===== src/mvcd_pkg.sv =====
// Constants, register map and types of the magnetic vector change detector
package mvcd_pkg;

	// ----------------------------------------------------------------
	// Bus geometry
	// ----------------------------------------------------------------
	localparam int ADDR_W = 12;
	localparam int DATA_W = 32;

	// ----------------------------------------------------------------
	// Register indices (byte address is four times the index)
	// ----------------------------------------------------------------
	localparam logic [7:0] IDX_INT_SRC = 8'h5E;
	localparam logic [7:0] IDX_CFG = 8'h69;
	localparam logic [7:0] IDX_THS_HI = 8'h6A;
	localparam logic [7:0] IDX_THS_LO = 8'h6B;
	localparam logic [7:0] IDX_CNT = 8'h6C;
	localparam logic [7:0] IDX_INIT_XH = 8'h6D;
	localparam logic [7:0] IDX_INIT_XL = 8'h6E;
	localparam logic [7:0] IDX_INIT_YH = 8'h6F;
	localparam logic [7:0] IDX_INIT_YL = 8'h70;
	localparam logic [7:0] IDX_INIT_ZH = 8'h71;
	localparam logic [7:0] IDX_INIT_ZL = 8'h72;
	localparam logic [7:0] IDX_MODE = 8'h73;

	// ----------------------------------------------------------------
	// Field positions
	// ----------------------------------------------------------------
	localparam int CFG_ELE = 6;
	localparam int CFG_INITM = 5;
	localparam int CFG_UPDM = 4;
	localparam int CFG_EN = 3;
	localparam int CFG_WAKE = 2;
	localparam int CFG_INT_EN = 1;
	localparam int CFG_ROUTE = 0;
	localparam logic [7:0] CFG_RW_MASK = 8'h7F;
	localparam int THS_HI_DBM = 7;
	localparam logic [7:0] THS_HI_MASK = 8'hFF;
	localparam int INT_SRC_VECM = 1;
	localparam int MODE_HYBRID = 0;
	localparam logic [7:0] MODE_RW_MASK = 8'h01;

	// ----------------------------------------------------------------
	// Reset values
	// ----------------------------------------------------------------
	localparam logic [7:0] RST_BYTE = 8'h00;
	localparam logic [15:0] RST_WORD = 16'h0000;
	localparam logic [8:0] RST_DBC = 9'h000;
	localparam logic [31:0] RST_RDATA = 32'h00000000;

	// ----------------------------------------------------------------
	// Types
	// ----------------------------------------------------------------
	typedef struct packed {
		logic signed [15:0] x;
		logic signed [15:0] y;
		logic signed [15:0] z;
	} mvcd_sample_t;

	typedef struct packed {
		logic [7:0] cfg;
		logic [7:0] ths_hi;
		logic [7:0] ths_lo;
		logic [7:0] cnt_val;
		logic [15:0] init_x;
		logic [15:0] init_y;
		logic [15:0] init_z;
		logic [7:0] mode;
		mvcd_sample_t ref_v;
		mvcd_sample_t last_v;
		logic [8:0] dbc;
		logic flag;
		logic half;
		logic [31:0] prdata;
	} mvcd_state_t;

endpackage


===== src/mvcd_axis_sq.sv =====
// Squared difference of one axis against its reference component
`timescale 1ns/10ps
module mvcd_axis_sq
(
	input wire logic signed [15:0] sample_in,
	input wire logic signed [15:0] ref_in,
	output logic [31:0] sq_out
);

	logic signed [16:0] diff;
	logic [15:0] mag;

	always_comb
	begin
		diff = 17'({sample_in[15], sample_in}) - 17'({ref_in[15], ref_in});
		mag = diff[16] ? 16'(-diff) : diff[15:0];
		sq_out = 32'(mag) * 32'(mag);
	end

endmodule


===== src/mvcd_top.sv =====
// Magnetic vector change detector with APB register access
// Function
// - Latched flag holds until source register read
// - Unlatched flag follows each sample's detection
// - Init select 0 loads current sample
// - Init select 1 loads programmed initial values
// - Update hold 0 replaces reference on event
// - Update hold 1 keeps reference on event
// - Both set: initial writes update live reference
// - Enable gates detection, rising loads reference
// - Wake include bit gates flag to auto-sleep
// - Interrupt enable gates the pin output
// - Route bit: 0 second pin, 1 first
// - Clear mode 0 decrements counter below threshold
// - Clear mode 1 zeroes counter below threshold
// - Threshold 15-bit, split high and low
// - Debounce length is count times sample period
// - Hybrid mode halves the debounce sample rate
// - Initial components are signed 16-bit byte pairs
// - Event when distance exceeds threshold past count
// - Event shown as own source register bit
`timescale 1ns/10ps
module mvcd_top
(
	input wire logic clk_sys,
	input wire logic srst,
	input wire logic psel,
	input wire logic penable,
	input wire logic pwrite,
	input wire logic [mvcd_pkg::ADDR_W-1:0] paddr,
	input wire logic [mvcd_pkg::DATA_W-1:0] pwdata,
	output logic [mvcd_pkg::DATA_W-1:0] prdata,
	output logic pready,
	output logic pslverr,
	input wire logic sample_valid,
	input wire mvcd_pkg::mvcd_sample_t sample,
	output logic irq_pin_first,
	output logic irq_pin_second,
	output logic wake_flag
);

	// ----------------------------------------------------------------
	// State
	// ----------------------------------------------------------------
	mvcd_pkg::mvcd_state_t s_r;
	mvcd_pkg::mvcd_state_t s_nxt;

	// ----------------------------------------------------------------
	// Address decode
	// ----------------------------------------------------------------
	logic [7:0] idx;
	logic word_ok;
	logic map_hit;
	logic [7:0] rd_byte;
	logic setup_ph;
	logic access_ph;
	logic wr_ok;
	logic rd_ok;

	assign idx = paddr[9:2];
	assign word_ok = (paddr[1:0] == 2'h0) && (paddr[11:10] == 2'h0);
	assign setup_ph = psel && !penable;
	assign access_ph = psel && penable;
	assign wr_ok = access_ph && pwrite && map_hit;
	assign rd_ok = access_ph && !pwrite && map_hit;

	always_comb
	begin
		map_hit = word_ok;
		rd_byte = mvcd_pkg::RST_BYTE;
		unique case (idx)
			mvcd_pkg::IDX_INT_SRC:
			begin
				rd_byte[mvcd_pkg::INT_SRC_VECM] = s_r.flag;
			end
			mvcd_pkg::IDX_CFG:
			begin
				rd_byte = s_r.cfg & mvcd_pkg::CFG_RW_MASK;
			end
			mvcd_pkg::IDX_THS_HI:
			begin
				rd_byte = s_r.ths_hi;
			end
			mvcd_pkg::IDX_THS_LO:
			begin
				rd_byte = s_r.ths_lo;
			end
			mvcd_pkg::IDX_CNT:
			begin
				rd_byte = s_r.cnt_val;
			end
			mvcd_pkg::IDX_INIT_XH:
			begin
				rd_byte = s_r.init_x[15:8];
			end
			mvcd_pkg::IDX_INIT_XL:
			begin
				rd_byte = s_r.init_x[7:0];
			end
			mvcd_pkg::IDX_INIT_YH:
			begin
				rd_byte = s_r.init_y[15:8];
			end
			mvcd_pkg::IDX_INIT_YL:
			begin
				rd_byte = s_r.init_y[7:0];
			end
			mvcd_pkg::IDX_INIT_ZH:
			begin
				rd_byte = s_r.init_z[15:8];
			end
			mvcd_pkg::IDX_INIT_ZL:
			begin
				rd_byte = s_r.init_z[7:0];
			end
			mvcd_pkg::IDX_MODE:
			begin
				rd_byte = s_r.mode & mvcd_pkg::MODE_RW_MASK;
			end
			default:
			begin
				map_hit = 1'b0;
			end
		endcase
	end

	// ----------------------------------------------------------------
	// Distance against reference
	// ----------------------------------------------------------------
	logic [31:0] sq_x;
	logic [31:0] sq_y;
	logic [31:0] sq_z;
	logic [33:0] dist_sq;
	logic [14:0] ths;
	logic [29:0] ths_sq;
	logic above;

	mvcd_axis_sq u_sq_x
	(
		.sample_in(sample.x),
		.ref_in(s_r.ref_v.x),
		.sq_out(sq_x)
	);

	mvcd_axis_sq u_sq_y
	(
		.sample_in(sample.y),
		.ref_in(s_r.ref_v.y),
		.sq_out(sq_y)
	);

	mvcd_axis_sq u_sq_z
	(
		.sample_in(sample.z),
		.ref_in(s_r.ref_v.z),
		.sq_out(sq_z)
	);

	assign ths = {s_r.ths_hi[6:0], s_r.ths_lo};
	assign ths_sq = 30'(ths) * 30'(ths);
	assign dist_sq = {2'h0, sq_x} + {2'h0, sq_y} + {2'h0, sq_z};
	assign above = dist_sq > {4'h0, ths_sq};

	// ----------------------------------------------------------------
	// Debounce and event decision
	// ----------------------------------------------------------------
	logic en;
	logic latch_en;
	logic tick;
	logic [8:0] dbc_inc;
	logic fire;
	logic live_edit;
	logic init_wr;

	assign en = s_r.cfg[mvcd_pkg::CFG_EN];
	assign latch_en = s_r.cfg[mvcd_pkg::CFG_ELE];
	// In hybrid mode only every second sample counts
	assign tick = sample_valid && en
		&& (!s_r.mode[mvcd_pkg::MODE_HYBRID] || s_r.half);
	assign dbc_inc = s_r.dbc + 9'h001;
	assign fire = tick && above && (dbc_inc > {1'b0, s_r.cnt_val});
	assign live_edit = s_r.cfg[mvcd_pkg::CFG_INITM] && s_r.cfg[mvcd_pkg::CFG_UPDM] && en;
	assign init_wr = (idx >= mvcd_pkg::IDX_INIT_XH) && (idx <= mvcd_pkg::IDX_INIT_ZL);

	// ----------------------------------------------------------------
	// Next state
	// ----------------------------------------------------------------
	always_comb
	begin
		s_nxt = s_r;

		// Read data is captured in the setup cycle
		if (setup_ph)
		begin
			s_nxt.prdata = (!pwrite && map_hit) ? {24'h000000, rd_byte} : mvcd_pkg::RST_RDATA;
		end

		// Clear only what was reported, so a newer event survives
		if (rd_ok && (idx == mvcd_pkg::IDX_INT_SRC) && s_r.prdata[mvcd_pkg::INT_SRC_VECM])
		begin
			s_nxt.flag = 1'b0;
		end

		// Sample path
		if (sample_valid)
		begin
			s_nxt.last_v = sample;
			if (en && s_r.mode[mvcd_pkg::MODE_HYBRID])
			begin
				s_nxt.half = !s_r.half;
			end
		end

		if (tick)
		begin
			if (above)
			begin
				s_nxt.dbc = fire ? mvcd_pkg::RST_DBC : dbc_inc;
			end
			else if (s_r.ths_hi[mvcd_pkg::THS_HI_DBM])
			begin
				s_nxt.dbc = mvcd_pkg::RST_DBC;
			end
			else if (s_r.dbc != mvcd_pkg::RST_DBC)
			begin
				s_nxt.dbc = s_r.dbc - 9'h001;
			end
			if (latch_en)
			begin
				s_nxt.flag = s_nxt.flag || fire;
			end
			else
			begin
				s_nxt.flag = fire;
			end
			if (fire && !s_r.cfg[mvcd_pkg::CFG_UPDM])
			begin
				s_nxt.ref_v = sample;
			end
		end

		// Register writes
		if (wr_ok)
		begin
			unique case (idx)
				mvcd_pkg::IDX_CFG:
				begin
					s_nxt.cfg = pwdata[7:0] & mvcd_pkg::CFG_RW_MASK;
					if (!en && pwdata[mvcd_pkg::CFG_EN])
					begin
						s_nxt.dbc = mvcd_pkg::RST_DBC;
						s_nxt.half = 1'b0;
						if (pwdata[mvcd_pkg::CFG_INITM])
						begin
							s_nxt.ref_v.x = s_r.init_x;
							s_nxt.ref_v.y = s_r.init_y;
							s_nxt.ref_v.z = s_r.init_z;
						end
						else
						begin
							s_nxt.ref_v = s_r.last_v;
						end
					end
				end
				mvcd_pkg::IDX_THS_HI:
				begin
					s_nxt.ths_hi = pwdata[7:0] & mvcd_pkg::THS_HI_MASK;
				end
				mvcd_pkg::IDX_THS_LO:
				begin
					s_nxt.ths_lo = pwdata[7:0];
				end
				mvcd_pkg::IDX_CNT:
				begin
					s_nxt.cnt_val = pwdata[7:0];
				end
				mvcd_pkg::IDX_INIT_XH:
				begin
					s_nxt.init_x[15:8] = pwdata[7:0];
				end
				mvcd_pkg::IDX_INIT_XL:
				begin
					s_nxt.init_x[7:0] = pwdata[7:0];
				end
				mvcd_pkg::IDX_INIT_YH:
				begin
					s_nxt.init_y[15:8] = pwdata[7:0];
				end
				mvcd_pkg::IDX_INIT_YL:
				begin
					s_nxt.init_y[7:0] = pwdata[7:0];
				end
				mvcd_pkg::IDX_INIT_ZH:
				begin
					s_nxt.init_z[15:8] = pwdata[7:0];
				end
				mvcd_pkg::IDX_INIT_ZL:
				begin
					s_nxt.init_z[7:0] = pwdata[7:0];
				end
				mvcd_pkg::IDX_MODE:
				begin
					s_nxt.mode = pwdata[7:0] & mvcd_pkg::MODE_RW_MASK;
				end
				default:
				begin
					s_nxt.mode = s_nxt.mode;
				end
			endcase

			// Manual reference steering while running; events never move it here
			if (live_edit && init_wr)
			begin
				s_nxt.ref_v.x = s_nxt.init_x;
				s_nxt.ref_v.y = s_nxt.init_y;
				s_nxt.ref_v.z = s_nxt.init_z;
			end
		end

		// Disabled state follows the new config, so a stopping write acts at once
		if (!s_nxt.cfg[mvcd_pkg::CFG_EN])
		begin
			s_nxt.dbc = mvcd_pkg::RST_DBC;
			s_nxt.half = 1'b0;
			if (!s_nxt.cfg[mvcd_pkg::CFG_ELE])
			begin
				s_nxt.flag = 1'b0;
			end
		end
	end

	// ----------------------------------------------------------------
	// Registers
	// ----------------------------------------------------------------
	always_ff @(posedge clk_sys)
	begin
		if (srst)
		begin
			s_r.cfg <= mvcd_pkg::RST_BYTE;
			s_r.ths_hi <= mvcd_pkg::RST_BYTE;
			s_r.ths_lo <= mvcd_pkg::RST_BYTE;
			s_r.cnt_val <= mvcd_pkg::RST_BYTE;
			s_r.init_x <= mvcd_pkg::RST_WORD;
			s_r.init_y <= mvcd_pkg::RST_WORD;
			s_r.init_z <= mvcd_pkg::RST_WORD;
			s_r.mode <= mvcd_pkg::RST_BYTE;
			s_r.ref_v <= '0;
			s_r.last_v <= '0;
			s_r.dbc <= mvcd_pkg::RST_DBC;
			s_r.flag <= 1'b0;
			s_r.half <= 1'b0;
			s_r.prdata <= mvcd_pkg::RST_RDATA;
		end
		else
		begin
			s_r <= s_nxt;
		end
	end

	// ----------------------------------------------------------------
	// Outputs
	// ----------------------------------------------------------------
	assign prdata = s_r.prdata;
	assign pready = 1'b1;
	assign pslverr = access_ph && !map_hit;
	assign irq_pin_first = s_r.flag && s_r.cfg[mvcd_pkg::CFG_INT_EN]
		&& s_r.cfg[mvcd_pkg::CFG_ROUTE];
	assign irq_pin_second = s_r.flag && s_r.cfg[mvcd_pkg::CFG_INT_EN]
		&& !s_r.cfg[mvcd_pkg::CFG_ROUTE];
	assign wake_flag = s_r.flag && s_r.cfg[mvcd_pkg::CFG_WAKE];

endmodule


===== config.mk =====
export PLATFORM = sky130hd
export DESIGN_NAME = mvcd_top
export DESIGN_NICKNAME = d
export VERILOG_FILES = /design/src/mvcd_pkg.sv /design/src/mvcd_axis_sq.sv /design/src/mvcd_top.sv
export SDC_FILE = /design/constraint.sdc
export NUM_CORES = 2
export LEC_CHECK = 0
export BUFFER_PORTS_ARGS = -buffer_cell sky130_fd_sc_hd__buf_2
export CAP_MARGIN = 30
export CORE_MARGIN = 2
export CORE_UTILIZATION = 60
export CTS_CLUSTER_DIAMETER = 50
export DETAILED_ROUTE_END_ITERATION = 16
export PLACE_DENSITY = 0.73
export SKIP_CTS_REPAIR_TIMING = 1
export SYNTH_ARGS = -nofsm -noshare
export SYNTH_HDL_FRONTEND = slang
export SYNTH_SLANG_ARGS = --single-unit
export TNS_END_PERCENT = 20

===== constraint.sdc =====
create_clock -name clk_sys -period 14.2 [get_ports clk_sys]
set_input_delay 0.71 -clock clk_sys [delete_from_list [all_inputs] [get_ports clk_sys]]
set_output_delay 0.71 -clock clk_sys [all_outputs]
set_load 0.02 [all_outputs]

==> results.py <==
metrics = {
    "run_status": {
        "status": "finished, final reports clean",
    },
    "synth": {
        "synth_edf_count": 0,
        "synth_cells": 4992,
        "async_flop_share": 0,
        "ys_types": 90,
        "yosys_warnings": 0,
        "synth_top_flop_cell": "dfxtp_1",
        "ys_ff_latch": 195,
        "ys_seq_area_frac": 0.0901,
        "syn_area_um2": 43300,
        "syn_avg_cell_area_um2": 8.68,
    },
    "drt": {
        "dr.pass1.iters": 8,
        "drtIter0Drc": 2578,
        "drcViolationCount": 0,
        "routed_wirelength_mm": 117,
        "vias": 34520,
        "avgViaCountPerCell": 5.75,
        "ant_nets": 0,
        "wl_per_cell_um": 19.4,
    },
    "floorplan": {
        "die_y_um": 273,
        "start_util": 0.606,
        "chipWidth_um": 273,
        "dieArea_um2": 74400,
        "rows": 98,
        "core_area_um2": 71500,
        "ioPinCount": 135,
    },
    "cts": {
        "path_clk_slew_ps": 90,
        "clockRootBuffer": "clkbuf_16",
        "htree_levels": 4,
        "cts_buffers": 17,
        "clockBufferDepth": 2,
        "clock_latency_ps": 470,
        "cts_sinks": 195,
        "cts_tree": "built",
    },
    "critical_path": {
        "start_kind": "input pin",
        "reg2regPathDepth": 53,
        "path_class": "in -> reg",
        "critPathRequiredTime_ps": 14530,
        "arrival_ps": 13820,
        "crit_top_cell": "fa_1",
        "cpPeakStageDelay_ps": 610,
        "critPathSlowestCell": "or4_1",
        "timing.rr.start": "s_r[107]",
        "cp_max_fo": 13,
        "regToRegEndpoint": "s_r[110]",
        "worstSetupStartpoint": "sample[16]",
        "cp-end-kind": "flip-flop",
        "reg2reg_slack_ps": 790,
    },
    "layout": {
        "layout_commonest_cell": "inv_1",
        "fin_cells": 6005,
        "diodes": 0,
        "nNetsFinal": 6336,
        "drive_gt1_frac": 0.0736,
        "layout_common_cells": "inv_1, fa_1, nor2_1, ha_1, nand2_1",
        "multi_input_area_um2": 34500,
        "n_fill_cell": 6185,
        "areaGrowthSynthToFinish_pct": 6.07,
        "regArea_um2": 3910,
    },
    "timing": {
        "slew_headroom": 0.291,
        "drv_slew": 0,
        "fin_crit_ps": 13490,
        "max_clock_freq_ghz": 0.0741,
        "fin_skew_ps": 20.8,
        "worst_slew_pin_slew_ps": 1060,
        "fin_crit_sh": 0.950,
        "finalSetupViolCount": 0,
        "finalHoldViolCount": 0,
    },
    "grt": {
        "grt_pass1_wl_mm": 189,
        "antenna_found_initial": 1,
        "grtUsageTotal": 0.325,
        "grt_pass1_vias": 35804,
        "grt_max_degree": 95,
        "grt_overflow": 0,
    },
    "place": {
        "port_buffers": 85,
        "placedCellCount": 5972,
        "place.gp.congestion": 0.975,
        "dp_hpwl_mm": 96.8,
    },
    "run": {
        "drv_cap": 0,
    },
    "hold_path": {
        "hp-start": "s_r[221]",
        "hold_end": "s_r[221]",
        "min_delay_path_depth": 2,
        "min_path_type": "reg -> reg",
    },
}
logic make-up (layout without fill, tap and decap cells):
kind of cell	count (synthesis)	count (layout)	synth area share
other	2	25	0.000173
XOR/XNOR	158	158	0.0321
adder cells (fa/ha/maj)	1196	1196	0.476
AO/OA/AOI/OAI	723	723	0.114
buffers and inverters	1327	1367	0.119
multiplexers	188	188	0.0438
AND/OR/NAND/NOR	1203	1203	0.125
flip-flops	195	195	0.0901
cell usage after synthesis (all sizes together) (13+ instances only):
library cell	instances	area, um2
a2111oi	49	578
a22oi	63	473
and3	23	144
mux2i	183	1830
nor3	92	465
and2	70	438
or2	35	219
nand2b	40	250
xnor2	95	840
a21o	55	413
dfxtp	195	3900
a21oi	231	1160
a31oi	25	156
a211oi	17	143
fa	756	15100
o21ai	124	621
nor2b	23	144
clkbuf	162	608
buf	64	397
a221oi	14	135
xor2	63	552
inv	1099	4130
nor2	486	1820
nor4	13	81.3
nand3	87	435
o21a	28	210
ha	440	5510
nand4	18	113
nand2	281	1050
registers in the layout (all words and copies together), names as in the netlist:
signal / cells
en: 1
latch_en: 1
prdata: 8
s_r: 185
worst max-delay path by stage:
stage / endpoint / slack [ps] / depth (start not counted)
after floorplan: s_r[132] / 1340 / 50
after global placement: s_r[119] / 340 / 52
after detailed placement: s_r[110] / 40 / 52
after CTS: s_r[110] / 490 / 52
after global routing: s_r[138] / -20 / 54
final: s_r[110] / 710 / 55
metal layers:
metal | up-vias | track usage | part of all wire
met5 | - | 0 | 0
met3 | 238 | 0.0413 | 0.067
met1 | 17204 | 0.420 | 0.40
met2 | 1198 | 0.559 | 0.49
met4 | 0 | 0.123 | 0.041
li1 | 15880 | - | -
worst max-delay path: cells and delay by family:
kind | cells | cell delay [ps]
and+or+nand+nor | 11 | 2630
adders and majority gates | 13 | 5650
xor gates and xnor gates | 2 | 280
AOI/OAI and AO/OA | 14 | 3020
buffers and inverters | 15 | 1490
area by class of cell:
class / count / area share
clock buffers: 17 / 0.00925
clock inverters: 15 / 0.00427
inverters: 1101 / 0.0900
multi-input cells: 3493 / 0.750
flip-flops and latches: 195 / 0.0849
well taps: 950 / 0.0259
repair buffers: 234 / 0.0353
per-stage QoR:
stage          cell area [um2]  hold slack [ps]  setup TNS (ps)  utilization  setup WS [ps]
6_report                 46000              477               0        0.643            712
5_1_grt                  46000              502           -40.0        0.643          -18.1
4_1_cts                  45900              479               0        0.642            486
3_5_place_dp             45300              466               0        0.633           36.7
3_3_place_gp             45200              463               0        0.633            341
2_1_floorplan            43400              445               0            -           1340
Power is not shown: default switching activity piles up to over one toggle a cycle in this logic, so the estimate is an artifact.
